===== src/ltc_pkg.sv =====
// constants and types for the local time counter load, save and adjust block
// Behaviour
// - line stays high after octets until second ends
// - serial time out enable drives time on pps
// - serial time in enable picks parallel or serial load
// - save enable captures counter on strobe
// - load offset added on every load
// - adjust command adds or subtracts offset
// - adjust independent of load enable, sets done
// - load wins over adjust, sets conflict flag
// - flags stay set until written zero
// - addition carries up to two seconds
// - drift counter crossing threshold corrects one ns
// - drift counter ignores time reloads
// - larger threshold continues from present count
// - smaller threshold corrects now, clears counter
// - octets lsb first, start high, stop low
// - high pulse then twenty microseconds low
// - six seconds octets, date and reserved zero
// - strobe rising edge loads staged time
package ltc_pkg;
	localparam int CLK_MHZ = 125;
	localparam logic [31:0] STEP_NS = 32'h0000_0008;
	localparam logic [31:0] ONE_NS = 32'h0000_0001;
	localparam logic [31:0] NS_1SEC = 32'h3B9A_CA00;
	localparam logic [31:0] NS_2SEC = 32'h7735_9400;
	localparam logic [47:0] SEC_ONE = 48'h0000_0000_0001;
	localparam logic [47:0] SEC_TWO = 48'h0000_0000_0002;
	// serial time segment durations
	localparam int PULSE_TIME_NS = 500;
	localparam int WAIT_TIME_US = 20;
	localparam int BIT_TIME_US = 1;
	localparam int HUNT_TIME_US = 10;
	localparam logic [11:0] PULSE_CYC = 12'((PULSE_TIME_NS * CLK_MHZ + 999) / 1000);
	localparam logic [11:0] WAIT_CYC = 12'(WAIT_TIME_US * CLK_MHZ);
	localparam logic [11:0] BIT_CYC = 12'(BIT_TIME_US * CLK_MHZ);
	localparam logic [11:0] HALF_BIT_CYC = 12'(BIT_TIME_US * CLK_MHZ / 2);
	localparam logic [11:0] HUNT_CYC = 12'(HUNT_TIME_US * CLK_MHZ);
	localparam logic [11:0] CYC_ONE = 12'h001;
	localparam logic [3:0] START_BIT = 4'h0;
	localparam logic [3:0] STOP_BIT = 4'h9;
	localparam logic [3:0] LAST_OCT = 4'hF;
	localparam logic [3:0] SEC_OCT_LAST = 4'h5;
	localparam logic [3:0] CNT_ONE = 4'h1;
	// register byte offsets
	localparam logic [11:0] CTRL_OFF = 12'h000;
	localparam logic [11:0] LOAD_SEC_L_OFF = 12'h004;
	localparam logic [11:0] LOAD_SEC_H_OFF = 12'h008;
	localparam logic [11:0] LOAD_NS_OFF = 12'h00C;
	localparam logic [11:0] SAVED_SEC_L_OFF = 12'h010;
	localparam logic [11:0] SAVED_SEC_H_OFF = 12'h014;
	localparam logic [11:0] SAVED_NS_OFF = 12'h018;
	localparam logic [11:0] LOAD_OFFSET_OFF = 12'h01C;
	localparam logic [11:0] ADJUST_OFF = 12'h020;
	localparam logic [11:0] ADJ_STATUS_OFF = 12'h024;
	localparam logic [11:0] DRIFT_THR_OFF = 12'h028;
	localparam logic [11:0] DRIFT_CNT_OFF = 12'h02C;
	localparam logic [11:0] TIME_SEC_L_OFF = 12'h030;
	localparam logic [11:0] TIME_NS_OFF = 12'h034;
	// control field positions
	localparam int LOAD_EN_BIT = 0;
	localparam int SAVE_EN_BIT = 1;
	localparam int SER_IN_BIT = 2;
	localparam int SER_OUT_BIT = 3;
	localparam int SW_LOAD_BIT = 4;
	localparam int DRIFT_UPD_BIT = 5;
	localparam int DRIFT_ADD_BIT = 6;
	localparam int ADJ_DIR_BIT = 30;
	localparam int ADJ_CMD_BIT = 31;
	localparam int DONE_BIT = 0;
	localparam int CONFLICT_BIT = 1;
	localparam logic [6:0] CTRL_RESET = 7'h00;

	typedef struct packed {
		logic [47:0] sec;
		logic [29:0] ns;
	} tod_t;

	typedef enum logic [1:0] {
		TX_IDLE = 2'b00,
		TX_PULSE = 2'b01,
		TX_WAIT = 2'b10,
		TX_OCTET = 2'b11
	} tx_state_t;

	typedef enum logic [1:0] {
		RX_HUNT = 2'b00,
		RX_ARMED = 2'b01,
		RX_BITS = 2'b10
	} rx_state_t;
endpackage : ltc_pkg


===== src/pin_sync.sv =====
// two-stage pin synchroniser with rising edge detect
`timescale 1ns/1ns
`default_nettype none
module pin_sync (
	// clock and reset
	input wire logic pclk,
	input wire logic presetn,
	// pin and synchronised view
	input wire logic pin,
	output logic level,
	output logic rise
);
	logic meta_reg;
	logic sync_reg;
	logic last_reg;

	always_ff @(posedge pclk or negedge presetn) begin
		if (!presetn) begin
			meta_reg <= 1'b0;
			sync_reg <= 1'b0;
			last_reg <= 1'b0;
		end else begin
			meta_reg <= pin;
			sync_reg <= meta_reg;
			last_reg <= sync_reg;
		end
	end

	assign level = sync_reg;
	assign rise = sync_reg & ~last_reg;
endmodule : pin_sync
`default_nettype wire


===== src/time_counter_load_adjust.sv =====
// local time counter with load, save, offset adjust, drift and serial time
//
// Implementation choices: register access over APB and the address map.
`timescale 1ns/1ns
`default_nettype none
module time_counter_load_adjust
	import ltc_pkg::*;
(
	// clock and reset
	input wire logic pclk,
	input wire logic presetn,
	// apb slave
	input wire logic [11:0] paddr,
	input wire logic psel,
	input wire logic penable,
	input wire logic pwrite,
	input wire logic [31:0] pwdata,
	output logic [31:0] prdata,
	output logic pready,
	output logic pslverr,
	// pins
	input wire logic load_save_pin,
	output logic pps_out
);
	logic [6:0] ctrl_reg;
	tod_t load_reg;
	tod_t saved_reg;
	tod_t time_reg;
	tod_t time_next;
	logic [29:0] load_offset_value;
	logic [29:0] adjust_offset_value;
	logic adjust_direction;
	logic adjust_command;
	logic cmd_prev_reg;
	logic adjust_done_flag;
	logic adjust_conflict_flag;
	logic [29:0] drift_interval_threshold;
	logic [29:0] drift_interval_counter;
	logic strobe_level;
	logic strobe_rise;

	pin_sync u_strobe_sync (
		.pclk(pclk),
		.presetn(presetn),
		.pin(load_save_pin),
		.level(strobe_level),
		.rise(strobe_rise)
	);

	// apb decode
	wire wr_en = psel & penable & pwrite;
	wire setup = psel & ~penable;
	// strobe and address passed in, so a continuous assign sees every input change
	function automatic logic wr_hit(input logic en, input logic [11:0] a, input logic [11:0] off);
		return en && (a == off);
	endfunction : wr_hit
	wire addr_ok = (paddr <= TIME_NS_OFF) && (paddr[1:0] == 2'b00);
	assign pready = 1'b1;
	assign pslverr = psel & penable & ~addr_ok;

	wire wr_ctrl = wr_hit(wr_en, paddr, CTRL_OFF);
	wire wr_status = wr_hit(wr_en, paddr, ADJ_STATUS_OFF);
	wire wr_thr = wr_hit(wr_en, paddr, DRIFT_THR_OFF);
	wire load_en = ctrl_reg[LOAD_EN_BIT];
	wire save_en = ctrl_reg[SAVE_EN_BIT];
	wire serial_time_in_enable = ctrl_reg[SER_IN_BIT];
	wire serial_time_out_enable = ctrl_reg[SER_OUT_BIT];
	wire drift_add = ctrl_reg[DRIFT_ADD_BIT];
	wire sw_load = wr_ctrl & pwdata[SW_LOAD_BIT];
	wire drift_interval_update = wr_ctrl & pwdata[DRIFT_UPD_BIT];

	// serial receive state
	rx_state_t rx_state;
	logic [11:0] rx_timer;
	logic [3:0] rx_bit;
	logic [3:0] rx_oct;
	logic [7:0] rx_shift;
	logic [47:0] rx_sec;
	logic rx_done;

	// load selection: disabled load enable blocks strobe and serial loads, not sw load
	wire par_load = strobe_rise & load_en & ~serial_time_in_enable;
	wire ser_load = rx_done & load_en & serial_time_in_enable;
	wire any_load = par_load | ser_load | sw_load;
	wire save_fire = strobe_rise & save_en;
	tod_t load_src;
	assign load_src = ser_load ? tod_t'{sec: rx_sec, ns: 30'h0} : load_reg;

	// adjust: only the rising edge of the command acts
	wire adj_req = adjust_command & ~cmd_prev_reg;
	wire adj_fire = adj_req & ~any_load;
	wire adj_conflict = adj_req & any_load;

	// drift correction runs on its own count, blind to reloads
	wire [31:0] drift_sum = {2'b00, drift_interval_counter} + STEP_NS;
	wire drift_on = drift_interval_threshold != 30'h0;
	wire drift_fire = drift_on && (drift_sum >= {2'b00, drift_interval_threshold});
	wire [31:0] drift_step = drift_add ? STEP_NS + ONE_NS : STEP_NS - ONE_NS;
	wire [31:0] step = drift_fire ? drift_step : STEP_NS;

	function automatic tod_t tod_add(input tod_t t, input logic [31:0] add);
		logic [31:0] s;
		tod_t r;
		s = {2'b00, t.ns} + add;
		r = t;
		if (s >= NS_2SEC) begin
			r.ns = 30'(s - NS_2SEC);
			r.sec = t.sec + SEC_TWO;
		end else if (s >= NS_1SEC) begin
			r.ns = 30'(s - NS_1SEC);
			r.sec = t.sec + SEC_ONE;
		end else begin
			r.ns = s[29:0];
		end
		return r;
	endfunction : tod_add

	// a borrow below zero seconds would wrap; callers must not ask for it
	function automatic tod_t tod_sub(input tod_t t, input logic [29:0] off);
		tod_t r;
		r = t;
		if (t.ns >= off) begin
			r.ns = t.ns - off;
		end else begin
			r.ns = 30'({2'b00, t.ns} + NS_1SEC - {2'b00, off});
			r.sec = t.sec - SEC_ONE;
		end
		return r;
	endfunction : tod_sub

	wire [31:0] adj_sum = step + {2'b00, adjust_offset_value};
	tod_t run_time;
	tod_t adj_time;
	tod_t loaded_time;
	assign run_time = tod_add(time_reg, step);
	assign adj_time = adjust_direction ? tod_add(time_reg, adj_sum) :
		tod_sub(run_time, adjust_offset_value);
	assign loaded_time = tod_add(load_src, {2'b00, load_offset_value});
	assign time_next = any_load ? loaded_time : (adj_fire ? adj_time : run_time);
	wire sec_tick = (time_next.sec != time_reg.sec) & ~any_load;

	always_ff @(posedge pclk or negedge presetn) begin
		if (!presetn) begin
			time_reg <= '0;
			saved_reg <= '0;
			cmd_prev_reg <= 1'b0;
		end else begin
			time_reg <= time_next;
			cmd_prev_reg <= adjust_command;
			if (save_fire) begin
				saved_reg <= time_reg;
			end
		end
	end

	// flags: hardware set beats a software clear in the same cycle
	wire done_next = adj_fire | (adjust_done_flag & ~(wr_status & ~pwdata[DONE_BIT]));
	wire conflict_next = adj_conflict |
		(adjust_conflict_flag & ~(wr_status & ~pwdata[CONFLICT_BIT]));
	wire [29:0] drift_next = (drift_fire | drift_interval_update) ? 30'h0 : drift_sum[29:0];

	always_ff @(posedge pclk or negedge presetn) begin
		if (!presetn) begin
			adjust_done_flag <= 1'b0;
			adjust_conflict_flag <= 1'b0;
			drift_interval_counter <= 30'h0;
		end else begin
			adjust_done_flag <= done_next;
			adjust_conflict_flag <= conflict_next;
			drift_interval_counter <= drift_next;
		end
	end

	// software registers; sw load and update bits act once and are not stored
	always_ff @(posedge pclk or negedge presetn) begin
		if (!presetn) begin
			ctrl_reg <= CTRL_RESET;
			load_reg <= '0;
			load_offset_value <= 30'h0;
			adjust_offset_value <= 30'h0;
			adjust_direction <= 1'b0;
			adjust_command <= 1'b0;
			drift_interval_threshold <= 30'h0;
		end else begin
			if (wr_ctrl) ctrl_reg <= pwdata[6:0] & ~7'h30;
			if (wr_hit(wr_en, paddr, LOAD_SEC_L_OFF)) load_reg.sec[31:0] <= pwdata;
			if (wr_hit(wr_en, paddr, LOAD_SEC_H_OFF)) load_reg.sec[47:32] <= pwdata[15:0];
			if (wr_hit(wr_en, paddr, LOAD_NS_OFF)) load_reg.ns <= pwdata[29:0];
			if (wr_hit(wr_en, paddr, LOAD_OFFSET_OFF)) load_offset_value <= pwdata[29:0];
			if (wr_hit(wr_en, paddr, ADJUST_OFF)) begin
				adjust_offset_value <= pwdata[29:0];
				adjust_direction <= pwdata[ADJ_DIR_BIT];
				adjust_command <= pwdata[ADJ_CMD_BIT];
			end
			if (wr_thr) drift_interval_threshold <= pwdata[29:0];
		end
	end

	// read mux, captured in the setup cycle so prdata is a flop
	wire [31:0] rd_data =
		(paddr == CTRL_OFF) ? {25'h0, ctrl_reg} :
		(paddr == LOAD_SEC_L_OFF) ? load_reg.sec[31:0] :
		(paddr == LOAD_SEC_H_OFF) ? {16'h0, load_reg.sec[47:32]} :
		(paddr == LOAD_NS_OFF) ? {2'b00, load_reg.ns} :
		(paddr == SAVED_SEC_L_OFF) ? saved_reg.sec[31:0] :
		(paddr == SAVED_SEC_H_OFF) ? {16'h0, saved_reg.sec[47:32]} :
		(paddr == SAVED_NS_OFF) ? {2'b00, saved_reg.ns} :
		(paddr == LOAD_OFFSET_OFF) ? {2'b00, load_offset_value} :
		(paddr == ADJUST_OFF) ? {adjust_command, adjust_direction, adjust_offset_value} :
		(paddr == ADJ_STATUS_OFF) ? {30'h0, adjust_conflict_flag, adjust_done_flag} :
		(paddr == DRIFT_THR_OFF) ? {2'b00, drift_interval_threshold} :
		(paddr == DRIFT_CNT_OFF) ? {2'b00, drift_interval_counter} :
		(paddr == TIME_SEC_L_OFF) ? time_reg.sec[31:0] :
		(paddr == TIME_NS_OFF) ? {2'b00, time_reg.ns} : 32'h0;

	always_ff @(posedge pclk or negedge presetn) begin
		if (!presetn) begin
			prdata <= 32'h0;
		end else if (setup) begin
			prdata <= rd_data;
		end
	end

	// serial receiver on the strobe pin
	wire rx_mid = rx_timer == HALF_BIT_CYC - CYC_ONE;
	wire rx_end = rx_timer == BIT_CYC - CYC_ONE;
	wire rx_stop = rx_mid && (rx_bit == STOP_BIT);

	always_ff @(posedge pclk or negedge presetn) begin
		if (!presetn) begin
			rx_state <= RX_HUNT;
			rx_timer <= 12'h0;
			rx_bit <= 4'h0;
			rx_oct <= 4'h0;
			rx_shift <= 8'h0;
			rx_sec <= 48'h0;
			rx_done <= 1'b0;
		end else begin
			rx_done <= 1'b0;
			if (!serial_time_in_enable) begin
				rx_state <= RX_HUNT;
				rx_timer <= 12'h0;
			end else begin
				unique case (rx_state)
					RX_HUNT: begin
						// a 10 us low run only occurs in the waiting segment
						rx_oct <= 4'h0;
						rx_timer <= strobe_level ? 12'h0 : rx_timer + CYC_ONE;
						if (!strobe_level && rx_timer == HUNT_CYC - CYC_ONE) begin
							rx_state <= RX_ARMED;
						end
					end
					RX_ARMED: begin
						rx_timer <= 12'h0;
						rx_bit <= START_BIT;
						if (strobe_rise) rx_state <= RX_BITS;
					end
					RX_BITS: begin
						rx_timer <= rx_end ? 12'h0 : rx_timer + CYC_ONE;
						if (rx_end) rx_bit <= rx_bit + CNT_ONE;
						if (rx_mid && rx_bit != START_BIT && rx_bit != STOP_BIT) begin
							rx_shift <= {strobe_level, rx_shift[7:1]};
						end
						if (rx_stop) begin
							if (strobe_level) begin
								rx_state <= RX_HUNT;
							end else begin
								// date and reserved octets are dropped
								if (rx_oct <= SEC_OCT_LAST) rx_sec <= {rx_sec[39:0], rx_shift};
								rx_oct <= rx_oct + CNT_ONE;
								rx_state <= (rx_oct == LAST_OCT) ? RX_HUNT : RX_ARMED;
								rx_done <= rx_oct == LAST_OCT;
							end
						end
					end
					default: rx_state <= RX_HUNT;
				endcase
			end
		end
	end

	// serial transmitter on the pps pin
	tx_state_t tx_state;
	logic [11:0] tx_timer;
	logic [3:0] tx_bit;
	logic [3:0] tx_oct;
	logic [47:0] tx_sec;
	wire [47:0] tx_shifted = tx_sec >> {3'b000, SEC_OCT_LAST - tx_oct, 3'b000};
	wire [7:0] tx_octet = (tx_oct <= SEC_OCT_LAST) ? tx_shifted[7:0] : 8'h00;
	wire tx_data = tx_octet[3'(tx_bit - CNT_ONE)];
	wire tx_level = (tx_bit == START_BIT) ? 1'b1 : ((tx_bit == STOP_BIT) ? 1'b0 : tx_data);
	wire tx_bit_end = tx_timer == BIT_CYC - CYC_ONE;
	wire pps_next = !serial_time_out_enable ? 1'b0 :
		(tx_state == TX_IDLE) ? 1'b1 :
		(tx_state == TX_PULSE) ? 1'b1 :
		(tx_state == TX_WAIT) ? 1'b0 : tx_level;

	always_ff @(posedge pclk or negedge presetn) begin
		if (!presetn) begin
			tx_state <= TX_IDLE;
			tx_timer <= 12'h0;
			tx_bit <= 4'h0;
			tx_oct <= 4'h0;
			tx_sec <= 48'h0;
			pps_out <= 1'b0;
		end else begin
			pps_out <= pps_next;
			tx_timer <= tx_timer + CYC_ONE;
			if (!serial_time_out_enable) begin
				tx_state <= TX_IDLE;
			end else if (sec_tick) begin
				tx_state <= TX_PULSE;
				tx_sec <= time_next.sec;
				tx_timer <= 12'h0;
			end else begin
				unique case (tx_state)
					TX_IDLE: tx_timer <= 12'h0;
					TX_PULSE: begin
						if (tx_timer == PULSE_CYC - CYC_ONE) begin
							tx_state <= TX_WAIT;
							tx_timer <= 12'h0;
						end
					end
					TX_WAIT: begin
						if (tx_timer == WAIT_CYC - CYC_ONE) begin
							tx_state <= TX_OCTET;
							tx_timer <= 12'h0;
							tx_bit <= START_BIT;
							tx_oct <= 4'h0;
						end
					end
					TX_OCTET: begin
						if (tx_bit_end) begin
							tx_timer <= 12'h0;
							tx_bit <= (tx_bit == STOP_BIT) ? START_BIT : tx_bit + CNT_ONE;
							if (tx_bit == STOP_BIT) begin
								tx_oct <= tx_oct + CNT_ONE;
								if (tx_oct == LAST_OCT) tx_state <= TX_IDLE;
							end
						end
					end
				endcase
			end
		end
	end

	property p_done_set;
		@(posedge pclk) disable iff (!presetn)
		adj_fire |=> adjust_done_flag;
	endproperty
	a_done_set: assert property (p_done_set) else $error("done not set");

	property p_conflict;
		@(posedge pclk) disable iff (!presetn)
		adj_req && any_load |=> adjust_conflict_flag && time_reg == $past(loaded_time);
	endproperty
	a_conflict: assert property (p_conflict) else $error("load did not win");

	property p_flag_hold;
		@(posedge pclk) disable iff (!presetn)
		adjust_done_flag && !wr_status |=> adjust_done_flag;
	endproperty
	a_flag_hold: assert property (p_flag_hold) else $error("done dropped");

	property p_single_adjust;
		@(posedge pclk) disable iff (!presetn)
		adj_req ##1 adjust_command |-> !adj_req;
	endproperty
	a_single_adjust: assert property (p_single_adjust) else $error("repeat adjust");

	property p_save;
		@(posedge pclk) disable iff (!presetn)
		save_fire |=> saved_reg == $past(time_reg);
	endproperty
	a_save: assert property (p_save) else $error("save missed");

	property p_drift_clear;
		@(posedge pclk) disable iff (!presetn)
		drift_fire |=> drift_interval_counter == 30'h0;
	endproperty
	a_drift_clear: assert property (p_drift_clear) else $error("drift not cleared");

	property p_wait_low;
		@(posedge pclk) disable iff (!presetn)
		$rose(tx_state == TX_WAIT) && serial_time_out_enable |=> !pps_out [*8];
	endproperty
	a_wait_low: assert property (p_wait_low) else $error("wait not low");

	property p_idle_high;
		@(posedge pclk) disable iff (!presetn)
		tx_state == TX_IDLE && serial_time_out_enable && !sec_tick |=> pps_out;
	endproperty
	a_idle_high: assert property (p_idle_high) else $error("idle not high");

	property p_par_load;
		@(posedge pclk) disable iff (!presetn)
		par_load && load_offset_value == 30'h0 && {2'b00, load_reg.ns} < NS_1SEC
		|=> time_reg == $past(load_reg);
	endproperty
	a_par_load: assert property (p_par_load) else $error("load value wrong");

	property p_no_op;
		@(posedge pclk) disable iff (!presetn)
		strobe_rise && !load_en && !sw_load |-> !any_load;
	endproperty
	a_no_op: assert property (p_no_op) else $error("load without enable");
endmodule : time_counter_load_adjust
`default_nettype wire


===== config.mk =====
export PLATFORM = sky130hd
export DESIGN_NAME = time_counter_load_adjust
export DESIGN_NICKNAME = d
export VERILOG_FILES = /design/src/ltc_pkg.sv /design/src/pin_sync.sv /design/src/time_counter_load_adjust.sv
export SDC_FILE = /design/constraint.sdc
export NUM_CORES = 2
export LEC_CHECK = 0
export BUFFER_PORTS_ARGS = -buffer_cell sky130_fd_sc_hd__clkbuf_2
export CAP_MARGIN = 20
export CORE_UTILIZATION = 45
export DETAILED_ROUTE_END_ITERATION = 10
export GPL_TIMING_DRIVEN = 0
export SKIP_LAST_GASP = 1
export SLEW_MARGIN = 30
export SYNTH_ARGS = -nofsm -noshare
export SYNTH_HDL_FRONTEND = slang
export SYNTH_SLANG_ARGS = --single-unit

===== constraint.sdc =====
create_clock -name pclk -period 17.55 [get_ports pclk]
set_input_delay 3.51 -clock pclk [delete_from_list [all_inputs] [get_ports pclk]]
set_output_delay 3.51 -clock pclk [all_outputs]
set_load 0.02 [all_outputs]

======== After elaboration in Yosys (flattened, before gate mapping) ========
Index checks and enable logic that the tools add are counted.
storage, ports and cells
  register bits ........................... 549
  output and inout port bits .............. 35
  logic and storage cells ................. 273
operators by class
  add/sub/neg operators ................... 27
  magnitude comparators ................... 12
  eq/ne operators ......................... 46
  shift operators ......................... 1
  mux-type cells .......................... 82
  bitwise gates (word level) .............. 37
  reduce and logical (&&, ||, !) cells .... 34
operator list
  cell                      number
  $mux W78                  7
  $mux W32                  13
  $mux W48                  4
  $mux W30                  6
  $sub A30 B30 Y30 const B  6
  $add A48 B1 Y48 const B   2
  $add A48 B2 Y48 const B   2
  $eq A12 B6 Y1 const B     8
  $mux W12                  8
  $ge A31 B30 Y1 const B    2
  $ge A31 B31 Y1 const B    2
  $sub A30 B30 Y30          2
  $eq A12 B5 Y1 const B     4
  $ne A48 B48 Y1            1
  $pmux W12 S4              1
  $shr A48 B7 Y8            1
  $sub A48 B1 Y48 const B   1
  $mux W4                   10
  $pmux W12 S3              1
  $add A30 B31 Y32          1
  $ge A32 B30 Y1 const B    1
  $ge A32 B31 Y1 const B    1
  $pmux W4 S2               4
  $add A30 B30 Y31          1
  other kinds (49)          150

======== Longest topological paths before layout ========
  word-level depth ........................ 18
  depth in mapped cells ................... 70
  gate-level depth less buffers ........... 64

======== Modules after synthesis ========
A second synthesis with hierarchy kept.
second synthesis, totals
  cells, all modules ...................... 5389
  area total of the unflattened synthesis .. 46093.0 µm²
modules (own cells, without submodules)
  module                    instances  cells each  area each (µm²)
  time_counter_load_adjust  1          5385        46004.1
  pin_sync                  1          4           88.8

======== Worst setup path after synthesis ========
Ideal clock, no wire load.
  path type ............................... register -> register
  start ................................... reg drift_interval_counter[5]
  end ..................................... reg tx_oct[0]
  setup time .............................. 128 ps
  data arrival time ....................... 12474 ps
  required time ........................... 17422 ps
  setup slack ............................. 4948 ps
  stages on the path, launching flop included .. 66
  buffers on the path ..................... 6
  period minus slack after synthesis ...... 12602 ps
  cell sequence ........................... dfrtp_1 -> nand3_1 -> nor2_1 -> nand2_1 -> or2_2 -> inv_1 -> nand4_1 -> inv_1 -> nand2_1 -> xnor2_1 -> ha_1 -> nor2b_1 -> o21ai_0 -> nand2b_1 -> a21oi_1 -> nor2b_1 -> o21ai_0 -> nand2b_1 -> [... 30 more ...] -> o21ai_0 -> a211oi_1 -> a31o_2 -> a22oi_1 -> or4_4 -> a22o_4 -> or3_4 -> nor2_2 -> mux2_2 -> a2111oi_2 -> xor2_1 -> a211oi_1 -> nand4_1 -> nor4_1 -> a41oi_2 -> buf_6 -> nor3_4 -> mux2_1
RTL lines
  item                    RTL line                         RTL
  start, declared         time_counter_load_adjust.sv:38   logic [29:0] drift_interval_counter;
  start signal, assigned  time_counter_load_adjust.sv:170  drift_interval_counter <= drift_next;
  end signal, assigned    time_counter_load_adjust.sv:337  tx_oct <= tx_oct + CNT_ONE;
  end, declared           time_counter_load_adjust.sv:286  logic [3:0] tx_oct;

======== Worst setup path after layout ========
  start ................................... reg drift_interval_counter[3]
  end ..................................... reg tx_sec[43]
between the ends
  longest elaborated chain between the ends .. 16
  elaborated cells between the ends (all ways) .. 27
RTL lines
  item                                                       RTL line                                                          RTL
  $add A30 B4 Y31 *                                          time_counter_load_adjust.sv:95                                    wire [31:0] drift_sum = {2'b00, drift_interval_counter} + STEP_NS;
  $ge A31 B30 Y1 *                                           time_counter_load_adjust.sv:97                                    wire drift_fire = drift_on && (drift_sum >= {2'b00, drift_interval_threshold});
  $logic_and A1 B1 Y1 *                                      time_counter_load_adjust.sv:97
  $mux W4 *                                                  time_counter_load_adjust.sv:99                                    wire [31:0] step = drift_fire ? drift_step : STEP_NS;
  $add A30 B4 Y31                                            time_counter_load_adjust.sv:104                                   s = {2'b00, t.ns} + add;
  $ge A31 B30 Y1 / $sub A30 B30 Y30 (equally long branches)  time_counter_load_adjust.sv:109, time_counter_load_adjust.sv:110
  $mux W48 / $mux W30 (equally long branches)                time_counter_load_adjust.sv:109                                   end else if (s >= NS_1SEC) begin
  $mux W78                                                   time_counter_load_adjust.sv:106                                   if (s >= NS_2SEC) begin
  $sub A48 B1 Y48 / $ge A30 B30 Y1 (equally long branches)   time_counter_load_adjust.sv:126, time_counter_load_adjust.sv:122
  $mux W48                                                   time_counter_load_adjust.sv:122                                   if (t.ns >= off) begin
  $mux W78                                                   time_counter_load_adjust.sv:136                                   assign adj_time = adjust_direction ? tod_add(time_reg, adj_sum) :
  $mux W78 * (2 in series)                                   time_counter_load_adjust.sv:139                                   assign time_next = any_load ? loaded_time : (adj_fire ? adj_time : run_time);
  $ne A48 B48 Y1                                             time_counter_load_adjust.sv:140                                   wire sec_tick = (time_next.sec != time_reg.sec) & ~any_load;
  $and A1 B1 Y1                                              time_counter_load_adjust.sv:140
  $reduce_and A2 Y1 (no line)                                --
  end signal, assigned                                       time_counter_load_adjust.sv:313                                   tx_sec <= time_next.sec;
  end, declared                                              time_counter_load_adjust.sv:287                                   logic [47:0] tx_sec;
Mark *: on every way between the ends. The rest lies on a longest branch, timed or not.
A chain may end at the register's enable or synchronous reset.

==> impl_metrics.yaml <==
timing:
  tightest_slew_ps: 1240
  final_hold_viol_count: 0
  period_minus_slack_ps: 16880
  slew_headroom: 0.175
  fin_skew_ps: 44.1
  post-route-period-util: 0.962
  max_freq_ghz: 0.0592
  finalSetupViolations: 0
  slew_violations: 0
  holdWs_ps: 345
  rsz0062_at_grt: "no"
  fin_ws_ps: 667
synthesis:
  ys_seq_area_frac: 0.292
  ys_seq_elements: 546
  synth_top_cell_area_share: 0.292
  syn-cell-area_sq_mm: 0.0468
  synthFlopType: "dfrtp_1"
  synth_edf_count: 0
  yosysTopAreaCell: "dfrtp_1"
  synth_nets: 5786
  async_reset_ff_frac: 1.00
  syn-mean-instance-area_sq_um: 8.55
  yosys_warnings: 0
  synthDistinctLibCells: 124
  postSynthCellCount: 5475
  synthTopCellsByArea: "dfrtp_1 29%, mux2_2 7.6%, ha_1 6.3%"
clock_network:
  path_clk_slew_ps: 60
  cts_buffer_depth: 3
  cts_hold_buffers: 0
  cts.sinks: 546
  htree_levels: 3
  root_buffer: "clkbuf_16"
  numCtsBuffers: 68
  clkLatencyLatePin_ps: 680
  tritoncts: "built"
critical_path:
  cp_slowest_stage_delay_ps: 990
  cp-end-kind: "flop"
  arrival_ps: 17420
  crit_type: "reg2reg"
  cp_data_required_time_ps: 18090
  crit_slowest_cell: "a2111oi_0"
  worstPathMaxFanout: 19
  startpoint_type: "flop"
route:
  num_vias: 48400
  drtAntennaViolNets: 0
  wire_per_inst_um: 34.8
  drt_iter0_markers: 6877
  viasPerCell: 6.84
  drt-total-wl_um: 246000
  drc: 0
  first_pass_iters: 9
global_route:
  track_usage: 0.453
  grt_max_degree: 81
  grt_pass1_vias: 44600
  antenna_found_initial: 24
  grt_overflow: 0
  grt_pass1_wl_um: 340000
run_status:
  outcome: "complete, no violations"
final_layout:
  area_delta_synth_final_pct: 10.6
  drive_above_1_share: 0.136
  fin_area_sq_mm: 0.0518
  finalNetCount: 5948
  register_area_sq_mm: 0.0137
  fillers: 9991
  multi_input_area_sq_mm: 0.0309
power_and_ir_drop:
  vdd_drop_max_mv: 0.0789
  p_seq_frac: 0.369
  powerDensity_mw_per_mm2: 71.1
  p_leak_nw: 22.2
  sw_frac_of_total: 0.331
  internal-power_mw: 2.46
  clkPwrFrac: 0.414
  pwr-share-comb: 0.217
  netSwitchingPower_mw: 1.22
place:
  dpl_worst_slack_ps: -772
  dp_hpwl_um: 195000
  place_congestion: 1.10
  port_buffers: 83
  dpl_cell_area_sq_mm: 0.0494
run:
  maxCapViolCount: 0
die:
  dieHeight_um: 325
  design.die.area_sq_mm: 0.105
  core_sq_mm: 0.102
  start_util: 0.457
  io-pin-count: 85
  die_w_um: 325
  rows: 117
worst_hold_path:
  hp-class: "reg2reg"
-- Yosys cell counts, types with 21 or more instances --
| cell type | n |
|---|---|
| a2111oi_0 | 23 |
| a211oi_1 | 79 |
| a21o_1 | 61 |
| a21oi_1 | 312 |
| a221oi_1 | 35 |
| a222oi_1 | 27 |
| a22oi_1 | 38 |
| a31oi_1 | 77 |
| and2_1 | 73 |
| and3_1 | 76 |
| buf_1 | 34 |
| buf_2 | 33 |
| buf_6 | 21 |
| clkbuf_1 | 224 |
| dfrtp_1 | 546 |
| fa_1 | 25 |
| ha_1 | 236 |
| inv_1 | 230 |
| mux2_2 | 316 |
| mux2i_1 | 119 |
| nand2_1 | 531 |
| nand2b_1 | 39 |
| nand3_1 | 179 |
| nand4_1 | 84 |
| nor2_1 | 418 |
| nor2b_1 | 62 |
| nor3_1 | 112 |
| nor4_1 | 45 |
| o2111ai_1 | 30 |
| o211ai_1 | 64 |
| o21a_1 | 29 |
| o21ai_0 | 307 |
| o22ai_1 | 33 |
| o31ai_1 | 37 |
| or2_2 | 32 |
| or3_1 | 49 |
| xnor2_1 | 226 |
| xor2_1 | 141 |
-- final cells by class --
type | instances | share of cell area
Antenna cell | 11 | 0.000531
Buffer | 332 | 0.0302
Clock buffer | 88 | 0.0361
Clock inverter | 34 | 0.00930
Inverter | 233 | 0.0169
Multi-Input combinational cell | 4361 | 0.597
Sequential cell | 546 | 0.264
Tap cell | 1368 | 0.0330
Timing Repair Buffer | 95 | 0.0134
-- kinds of logic after synthesis --
kind of cell,after synthesis,synth area share
flip-flops,546,0.292
multiplexers,470,0.113
other,1,0.0000801
AO/OA/AOI/OAI,1438,0.209
adder cells (fa/ha/maj),261,0.0738
buffers and inverters,568,0.0516
AND/OR/NAND/NOR,1824,0.192
XOR/XNOR,367,0.0687
-- path summary, 6_finish.rpt --
| path | from | end | slack, ps | cells after the start |
|---|---|---|---|---|
| max | drift_interval_counter[3]$_DFF_PN0_ | tx_sec[43]$_DFFE_PN0P_ | 670 | 66 |
| min | u_strobe_sync.meta_reg$_DFF_PN0_ | u_strobe_sync.level$_DFF_PN0_ | 340 | 0 |
| max in group asynchronous | presetn | drift_interval_counter[17]$_DFF_PN0_ | 12480 | 6 |
| min reg2reg | u_strobe_sync.meta_reg$_DFF_PN0_ | u_strobe_sync.level$_DFF_PN0_ | 340 | 0 |
| max reg2reg | drift_interval_counter[3]$_DFF_PN0_ | tx_sec[43]$_DFFE_PN0P_ | 670 | 66 |
| min in group asynchronous | presetn | tx_bit[2]$_DFFE_PN0P_ | 2790 | 1 |
-- worst max-delay path: cells and delay by family (launching register included) --
| family | cells | cell delay (ps) |
|---|---|---|
| multiplexers | 1 | 350 |
| AO/OA/AOI/OAI | 23 | 6190 |
| buffers and inverters | 9 | 2530 |
| adder cells (fa/ha/maj) | 5 | 1600 |
| flip-flops | 1 | 480 |
| AND/OR/NAND/NOR | 24 | 4460 |
| XOR/XNOR | 4 | 1090 |
-- layout by cell type, fill, tap and decap left out, types with 78 or more instances in the layout --
| cell type | Yosys | final |
|---|---|---|
| dfrtp_1 | 546 | 546 |
| nand4_1 | 84 | 84 |
| xor2_1 | 141 | 139 |
| inv_1 | 230 | 230 |
| nor2_1 | 418 | 416 |
| a211oi_1 | 79 | 78 |
| mux2i_1 | 119 | 119 |
| a21oi_1 | 312 | 311 |
| ha_1 | 236 | 236 |
| xnor2_1 | 226 | 225 |
| o21ai_0 | 307 | 302 |
| clkbuf_1 | 224 | 214 |
| mux2_2 | 316 | 316 |
| clkbuf_2 | 1 | 105 |
| nor3_1 | 112 | 106 |
| nand3_1 | 179 | 179 |
| nand2_1 | 531 | 530 |
-- power groups by stage --
stage / Combinational (mW) / Sequential (mW) / Clock [mW]
finish: 0.800 / 1.36 / 1.52
global placement: 0.758 / 1.38 / 0
floorplan: 0.536 / 1.35 / 0
CTS: 0.779 / 1.35 / 1.53
detailed placement: 0.773 / 1.38 / 0
global route: 0.872 / 1.36 / 1.58
-- layer usage --
metal | GRT usage | part of all wire | vias up
li1 | - | - | 20400
met1 | 0.610 | 0.40 | 23900
met2 | 0.623 | 0.39 | 3275
met3 | 0.151 | 0.13 | 766
met4 | 0.276 | 0.074 | 18
met5 | 0 | 0.00059 | -
-- timing repair --
action | 4_1_cts | 5_1_grt
buffers inserted | 0 | 1
endpoints found under the setup margin | 70 | 70
resized for setup | 2 | 6
pin swaps | 0 | 1
cloned | 0 | 0
-- metrics by stage --
step                      utilization  setup TNS [ps]  power, mW  cells
after floorplan                     -               0       1.88   5475
after global placement          0.478         -295370       2.13   6926
after detailed placement        0.482          -45230       2.15   6937
after CTS                       0.505               0       3.66   7057
after global routing            0.505               0       3.80   7058
final                           0.506               0       3.68   7068
No activity file was read; power rests on OpenSTA's default activity.
